===== config.mk =====
export PLATFORM = sky130hd
export DESIGN_NAME = prag_top
export DESIGN_NICKNAME = d
export VERILOG_FILES = /design/src/hw/prag_pkg.sv /design/src/hw/prag_window_check.sv /design/src/hw/prag_top.sv
export VERILOG_INCLUDE_DIRS = /design/src /design/src/hw
export SDC_FILE = /design/constraint.sdc
export NUM_CORES = 1
export LEC_CHECK = 0
export BUFFER_PORTS_ARGS = -buffer_cell sky130_fd_sc_hd__buf_4
export CAP_MARGIN = 20
export CORE_ASPECT_RATIO = 1.75
export CORE_MARGIN = 1.5
export CORE_UTILIZATION = 50
export DETAILED_ROUTE_END_ITERATION = 7
export PLACE_DENSITY = 0.84
export SKIP_CTS_REPAIR_TIMING = 1
export SLEW_MARGIN = 15
export SYNTH_ARGS = -nofsm -noshare
export SYNTH_HDL_FRONTEND = slang
export SYNTH_SLANG_ARGS = --single-unit

===== constraint.sdc =====
create_clock -name core_clk_i -period 3.4 [get_ports core_clk_i]
set_input_delay 0.51 -clock core_clk_i [delete_from_list [all_inputs] [get_ports core_clk_i]]
set_output_delay 0.51 -clock core_clk_i [all_outputs]
set_load 0.02 [all_outputs]

===== src/hw/prag_cfg.svh =====
// Constants of the protected range access guard: register offset, field positions and reset values.
// Assumes inclusion by bare name from package and modules.
`ifndef PRAG_CFG_SVH
`define PRAG_CFG_SVH
`define PRAG_CTRL_OFFSET   8'h04
`define PRAG_UPPER_HI      31
`define PRAG_UPPER_LO      20
`define PRAG_OTHER_WR_BIT  18
`define PRAG_OTHER_RD_BIT  17
`define PRAG_LOWER_HI      15
`define PRAG_LOWER_LO      4
`define PRAG_CPU_WR_BIT    2
`define PRAG_CPU_RD_BIT    1
`define PRAG_LOCK_BIT      0
`define PRAG_BOUND_RESET   12'h000
`define PRAG_OPEN_RESET    1'b1
`define PRAG_LOCK_RESET    1'b0
`define PRAG_ADDR_BLK_HI   31
`define PRAG_ADDR_BLK_LO   20
`endif


===== src/hw/prag_pkg.sv =====
// Types shared by the protected range access guard.
// Assumes prag_cfg.svh for field constants.
`include "prag_cfg.svh"
package prag_pkg;
    typedef struct packed {
        logic [11:0] window_upper_bound;
        logic        other_agent_write_open;
        logic        other_agent_read_open;
        logic [11:0] window_lower_bound;
        logic        cpu_write_open;
        logic        cpu_read_open;
        logic        window_config_lock;
    } prag_ctrl_s;

    typedef struct packed {
        logic        valid;
        logic [31:0] addr;
        logic        write;
        logic        from_cpu;
        logic        mgmt_mode;
    } prag_req_s;

    typedef struct packed {
        logic valid;
        logic allow;
        logic in_window;
    } prag_resp_s;
endpackage


===== src/hw/prag_window_check.sv =====
// Combinational window compare and access decision for one request.
// Assumes control fields are stable register outputs on the same clock.
`timescale 1ns/1ns
`default_nettype none
`include "prag_cfg.svh"
module prag_window_check
    import prag_pkg::*;
(
    input  wire prag_ctrl_s ctrl_i,
    input  wire prag_req_s  req_i,
    output prag_resp_s      resp_o
);
    logic [11:0] blk;
    logic        in_win;
    logic        open_ok;

    always_comb
    begin
        blk    = req_i.addr[`PRAG_ADDR_BLK_HI:`PRAG_ADDR_BLK_LO];
        // Inclusive bounds, whole top block protected
        in_win = (blk >= ctrl_i.window_lower_bound) && (blk <= ctrl_i.window_upper_bound);
        if (req_i.from_cpu)
        begin
            open_ok = req_i.mgmt_mode
                    || (req_i.write ? ctrl_i.cpu_write_open : ctrl_i.cpu_read_open);
        end
        else
        begin
            open_ok = req_i.write ? ctrl_i.other_agent_write_open : ctrl_i.other_agent_read_open;
        end
        resp_o.valid     = req_i.valid;
        resp_o.in_window = req_i.valid && in_win;
        resp_o.allow     = req_i.valid && (!in_win || open_ok);
    end
endmodule
`default_nettype wire


===== src/hw/prag_top.sv =====
// Protected range access guard: control register on the message port and registered access decision.
// Assumes request and port signals come from logic on core_clk_i; one access decision per cycle.
//
// Operation
// - Upper bound field bits 31:20, resets zero
// - Lower bound field bits 15:4, resets zero
// - Lower bound low twenty address bits are zero, upper bound all ones
// - Write-open lets non-management cpu writes
// - Read-open lets non-management cpu reads
// - Bit 18 permits other-agent writes
// - Bit 17 permits other-agent reads
// - Lock bit write-once, freezes register
`timescale 1ns/1ns
`default_nettype none
`include "prag_cfg.svh"
module prag_top
    import prag_pkg::*;
(
    input  wire logic        core_clk_i,
    input  wire logic        nrst_i,
    input  wire logic        reg_wr_i,
    input  wire logic        reg_rd_i,
    input  wire logic [7:0]  reg_addr_i,
    input  wire logic [3:0]  reg_be_i,
    input  wire logic [31:0] reg_wdata_i,
    output logic [31:0]      reg_rdata_o,
    output logic             reg_rvalid_o,
    input  wire prag_req_s   req_i,
    output prag_resp_s       resp_o
);
    typedef struct packed {
        prag_ctrl_s  ctrl;
        logic [31:0] rdata;
        logic        rvalid;
        prag_resp_s  resp;
    } prag_state_s;

    prag_state_s st;
    prag_state_s next_st;
    prag_resp_s  chk;
    logic [31:0] cur_word;
    logic [31:0] new_word;
    logic        hit;
    logic        wr_hit;
    logic        rd_hit;
    logic        wr_take;
    logic [31:0] lane_mask;

    prag_window_check u_check (
        .ctrl_i (st.ctrl),
        .req_i  (req_i),
        .resp_o (chk)
    );

    // Register image of the control fields; reserved positions read as zero
    function automatic logic [31:0] ctrl_to_word(input prag_ctrl_s c);
        logic [31:0] w;
        w = 32'h0000_0000;
        w[`PRAG_UPPER_HI:`PRAG_UPPER_LO] = c.window_upper_bound;
        w[`PRAG_OTHER_WR_BIT]            = c.other_agent_write_open;
        w[`PRAG_OTHER_RD_BIT]            = c.other_agent_read_open;
        w[`PRAG_LOWER_HI:`PRAG_LOWER_LO] = c.window_lower_bound;
        w[`PRAG_CPU_WR_BIT]              = c.cpu_write_open;
        w[`PRAG_CPU_RD_BIT]              = c.cpu_read_open;
        w[`PRAG_LOCK_BIT]                = c.window_config_lock;
        return w;
    endfunction

    // Field picks from a merged word; reserved positions are dropped here
    function automatic prag_ctrl_s word_to_ctrl(input logic [31:0] w);
        prag_ctrl_s c;
        c.window_upper_bound     = w[`PRAG_UPPER_HI:`PRAG_UPPER_LO];
        c.other_agent_write_open = w[`PRAG_OTHER_WR_BIT];
        c.other_agent_read_open  = w[`PRAG_OTHER_RD_BIT];
        c.window_lower_bound     = w[`PRAG_LOWER_HI:`PRAG_LOWER_LO];
        c.cpu_write_open         = w[`PRAG_CPU_WR_BIT];
        c.cpu_read_open          = w[`PRAG_CPU_RD_BIT];
        c.window_config_lock     = w[`PRAG_LOCK_BIT];
        return c;
    endfunction

    // Byte enables select lanes; a partial write keeps the other lanes
    for (genvar lane = 0; lane < 4; lane++)
    begin : g_lane
        assign lane_mask[lane*8 +: 8] = {8{reg_be_i[lane]}};
    end

    always_comb
    begin
        cur_word = ctrl_to_word(st.ctrl);
        new_word = (reg_wdata_i & lane_mask) | (cur_word & ~lane_mask);
        hit      = reg_addr_i == `PRAG_CTRL_OFFSET;
        wr_hit   = reg_wr_i && hit;
        rd_hit   = reg_rd_i && hit;
        // Locked register drops every write whole until reset
        wr_take  = wr_hit && !st.ctrl.window_config_lock;

        next_st        = st;
        next_st.rvalid = reg_rd_i;
        // A read beside a write returns the value before the write
        next_st.rdata  = rd_hit ? cur_word : 32'h0000_0000;
        next_st.resp   = chk;
        if (wr_take)
        begin
            next_st.ctrl = word_to_ctrl(new_word);
        end
    end

    always_ff @(posedge core_clk_i)
    begin
        if (!nrst_i)
        begin
            st <= '0;
            st.ctrl.window_upper_bound     <= `PRAG_BOUND_RESET;
            st.ctrl.window_lower_bound     <= `PRAG_BOUND_RESET;
            st.ctrl.other_agent_write_open <= `PRAG_OPEN_RESET;
            st.ctrl.other_agent_read_open  <= `PRAG_OPEN_RESET;
            st.ctrl.cpu_write_open         <= `PRAG_OPEN_RESET;
            st.ctrl.cpu_read_open          <= `PRAG_OPEN_RESET;
            st.ctrl.window_config_lock     <= `PRAG_LOCK_RESET;
        end
        else
        begin
            st <= next_st;
        end
    end

    assign reg_rdata_o  = st.rdata;
    assign reg_rvalid_o = st.rvalid;
    assign resp_o       = st.resp;
endmodule
`default_nettype wire


* After elaboration in Yosys (flattened, before gate mapping)
Index checks and enable logic that the tools add are counted.
Word-level totals: register bits after elaboration 65, bits in latches 0, RAM bits 0, memory bits (read-only) 0, input bits 84, output and inout port bits 36, logic and storage cells 34, memories 0
Operators by class: add/sub/neg operators 0, $mul 0, div/mod/pow operators 0, order comparisons 2, equal/unequal tests 1, shift-type cells 0, multiplexer cells 3, bitwise operators 4, reduce and logical (&&, ||, !) cells 11
Operators with widths (number):
- $and A32 B32 Y32 | 2
- $not A32 Y32 | 1
- $or A32 B32 Y32 | 1
- $ge A12 B12 Y1 | 1
- $le A12 B12 Y1 | 1
- $eq A8 B3 Y1 const B | 1
- $logic_and A1 B1 Y1 | 6
- $mux W1 | 3
- $logic_not A1 Y1 | 2
- $logic_or A1 B1 Y1 | 2
- $reduce_and A2 Y1 | 1

* Logic depth before layout (Yosys ltp)
depth in word-level cells 5, gate-level depth with buffers 7, depth with buffers taken out 7

* Hierarchy
A second synthesis with hierarchy kept.
Second synthesis, totals: cells, all modules 290, area, all modules 2802.7 um^2
By module, submodules not included:
- prag_top | times used 1, cells an instance 205, area each 2162.1 um^2, seq. area each 1241.2 um^2
- prag_window_check | times used 1, cells an instance 85, area each 640.6 um^2, seq. area each 0.0 um^2

* Least setup slack after synthesis
Ideal clock, no wire load.
path type input to register, start input req_i[23] (netlist bit), end register st (netlist bit resp_o[0]), library setup time 0.115 ns, arrival 1.723 ns, data required time 3.285 ns, setup slack 1.562 ns, cell stages on the path 7, buffers on the path 0, path through inv_1 -> ha_1 -> nand2b_1 -> a2111oi_0 -> o21a_1 -> o21ai_0 -> and3_1
Between the ends: longest elaborated chain between the ends 3, elaborated cells on any way between the ends 4, those cells by class 2 x order compare; 2 x reduce/logical
Ends and longest elaborated chain:
- from (decl) | RTL line prag_top.sv:28 | input wire prag_req_s req_i,
- $ge A12 B12 Y1 / $le A12 B12 Y1 (equally long branches) | RTL line prag_window_check.sv:21 | in_win = (blk >= ctrl_i.window_lower_bound) && (blk <= ctrl_i.window_upper_bound);
- $logic_and A1 B1 Y1 (*) | RTL line prag_window_check.sv:21
- $logic_and A1 B1 Y1 (*) | RTL line prag_window_check.sv:32 | resp_o.in_window = req_i.valid && in_win;
- to (signal assigned) | RTL line prag_top.sv:124 | st <= next_st;
- to (decl) | RTL line prag_top.sv:38 | prag_state_s st;
Every way passes the cells marked *; elsewhere a longest branch is shown, timed or not. A chain may end at the register's enable or synchronous reset.

==> qor.txt <==
Remaining DRCs: 0
Seq cells post-synth: 62
Final #Nets: 488
Max-capacitance violation count: 0
Hold WC Path Type: primary input to register
Slew margin rel.: 0.4321
Syn Area/Cell: 9.358 sq um
WHS Path Cells: 2
Setup Viol. Count Final: 0
Yosys warns: 0
CP required: 3.62 ns
Total CTS buffers: 9
Gr ovfl total: 0
Mapped Area: 0.002695 sq mm
Crit path DAT: 2.09 ns
Hold path startpoint: reg_rd_i
Prevailing post-synth register cell: dfxtp_1
Period minus WS final: 1.872 ns
R2R depth: 7
Max Freq: 0.5341 GHz
Detail Placement HPWL: 4519 um
H-tree depth: 3
PD cells: 446.0 mW/mm^2
Starting Density: 0.5172
First-pass GRT wire length: 9729 um
Avg WL per Cell: 13.64 um
Share of layout cells above drive strength 1: 0.2961
Syn Inst Count: 288
Sequential area share after synthesis: 0.4605
Period utilization: 0.5507
Core ar.: 0.005211 sq mm
Reg-to-reg endpoint: resp_o[0]
Die height: 100.1 um
Setup TNS: 0 ns
DRT iter0 DRCs: 57
CTS clk-pin slew, worst paths: 0.06 ns
Max-slew violation count: 0
Number of fill cells: 415
Vias per cell: 5.193
CTS tree: yes
Synth top area cells: dfxtp_1 46%, ha_1 11%, and2_1 7.0%, a21boi_1 6.7%, nand3_1 6.1%
# IOs: 120
Final hold vios: 0
IO Port Bufs: 93
Kind of start point of the critical path: primary input
Pre-antenna DRT Iters: 4
Post-synth ARST share: 0
Final Wtd Congestion: 0.7662
Worst Hold End: reg_rvalid_o
Dominant cell type by area after synthesis: dfxtp_1
Routed WL: 6000 um
Peak supply drop: 0.3938 mV
Antenna violations before repair: 0
Row cnt: 35
Register-to-Register Setup Slack: 1.62 ns
Die ar.: 0.005857 sq mm
Vias in the first global route: 2222
Pin count of the biggest net entering global routing: 32
DRT antenna net count: 0
Via count: 2285
Outcome: completed
Clock sinks: 62
CP endpoint kind: register
Insertion delay to the later sink of the worst-skew pair: 0.34 ns
FF/Latch Area: 0.001241 sq mm
EDFF count, synth: 0
Leak: 0.001587 uW
Area of the multi-input gates: 0.001266 sq mm
DIE WIDTH: 58.50 um
N_diodes: 0
Distinct cell type count after synthesis: 36
Min Hold Slack: 0.3972 ns
Total track usage: 0.2241
Worst-margin pin slew: 0.8519 ns
Clock Tree Root: clkbuf_8
Clk_skew: 0.007885 ns
Crit-path max FO: 15
Crit Path Category: primary input to register
RSZ-0062 raised after global routing: no
Synth-to-layout area growth: 34.22%
Max clock buf depth: 2
Yosys top cell area share: 0.4605
through the flow:
| step | setup slack, ns | utilization | area, sq um | std cells | total power, uW |
|---|---|---|---|---|---|
| 3_3_place_gp | 1.204 | 0.6485 | 3379 | 424 | 860.5 |
| 6_report | 1.528 | 0.6941 | 3617 | 440 | 1613 |
| 2_1_floorplan | 1.562 | - | 2703 | 290 | 796.4 |
| 5_1_grt | 1.405 | 0.6941 | 3617 | 440 | 1669 |
| 4_1_cts | 1.533 | 0.6941 | 3617 | 440 | 1623 |
| 3_5_place_dp | 1.194 | 0.6485 | 3379 | 424 | 864.1 |
how the worst max path moves through the flow:
stage / slack, ns / endpoint / cells after the start / startpoint
2_1_floorplan: 1.56 / resp_o[0] / 7 / req_i[23]
3_3_place_gp: 1.20 / register / 6 / reg_addr_i[1]
3_5_place_dp: 1.19 / register / 6 / reg_addr_i[5]
4_1_cts: 1.53 / register / 6 / reg_addr_i[5]
5_1_grt: 1.41 / register / 6 / reg_addr_i[1]
6_report: 1.53 / register / 6 / reg_addr_i[5]
cell usage after synthesis (all sizes together), types with 2 or more instances:
cell and count:
a21boi 24, a31oi 2, a21oi 6, ha 24, and2 30, clkbuf 6
and3 2, o21ai 3, o21a 2, nand2 37, nor2b 2, inv 24
a21o 3, dfxtp 62, nand3 33, buf 10, and4 3
area by class of cell:
type | count | share of cell area
Clock inverter | 6 | 0.03044
Clock buffer | 10 | 0.03528
Multi-Input combinational cell | 188 | 0.3501
Timing Repair Buffer | 95 | 0.1972
Tap cell | 55 | 0.01902
Inverter | 24 | 0.02490
Sequential cell | 62 | 0.3431
placed cells by master (no fill, tap or decap), drive strengths merged, types with 2 or more instances in the layout:
| cell | netlist | layout |
|---|---|---|
| o21a | 2 | 2 |
| and4 | 3 | 3 |
| nand2 | 37 | 37 |
| conb | 1 | 3 |
| o21ai | 3 | 3 |
| clkinvlp | 0 | 2 |
| a31oi | 2 | 2 |
| dfxtp | 62 | 62 |
| and2 | 30 | 30 |
| nand3 | 33 | 33 |
| nor2b | 2 | 2 |
| clkbuf | 6 | 10 |
| a21o | 3 | 3 |
| buf | 10 | 95 |
| a21boi | 24 | 24 |
| and3 | 2 | 2 |
| inv | 24 | 24 |
| a21oi | 6 | 6 |
| bufinv | 0 | 3 |
| ha | 24 | 24 |
power by group:
group / switching, uW / total [uW] / internal (uW) / leakage (uW)
Sequential: 0.711 / 729 / 729 / 0.000500
Combinational: 48.7 / 118 / 69.7 / 0.000974
Clock: 280 / 766 / 485 / 0.000112
Total: 330 / 1610 / 1280 / 0.00159
logic make-up (layout without fill, tap and decap cells):
group	count (synthesis)	after routing	synth area share
DFF	62	62	0.4605
other	1	3	0.001391
buffers and inverters	40	135	0.07242
adders and majority gates	24	24	0.1114
AOI/OAI and AO/OA	46	46	0.1207
muxes	2	2	0.007892
and+or+nand+nor	113	113	0.2256
critical path, stage by stage:
cell and delay (ns):
buf_4 0.11, nor4_2 0.28, and4b_1 0.64, nand2_1 0.33, nand2_1 0.15, a21boi_1 0.07
per-layer routing:
| metal | GRT usage | part of all wire |
|---|---|---|
| met5 | 0 | 0 |
| met4 | 0.1127 | 0.038 |
| met3 | 0.06186 | 0.048 |
| met2 | 0.4183 | 0.56 |
| met1 | 0.2135 | 0.36 |
Power figures use the tool's default switching activity.
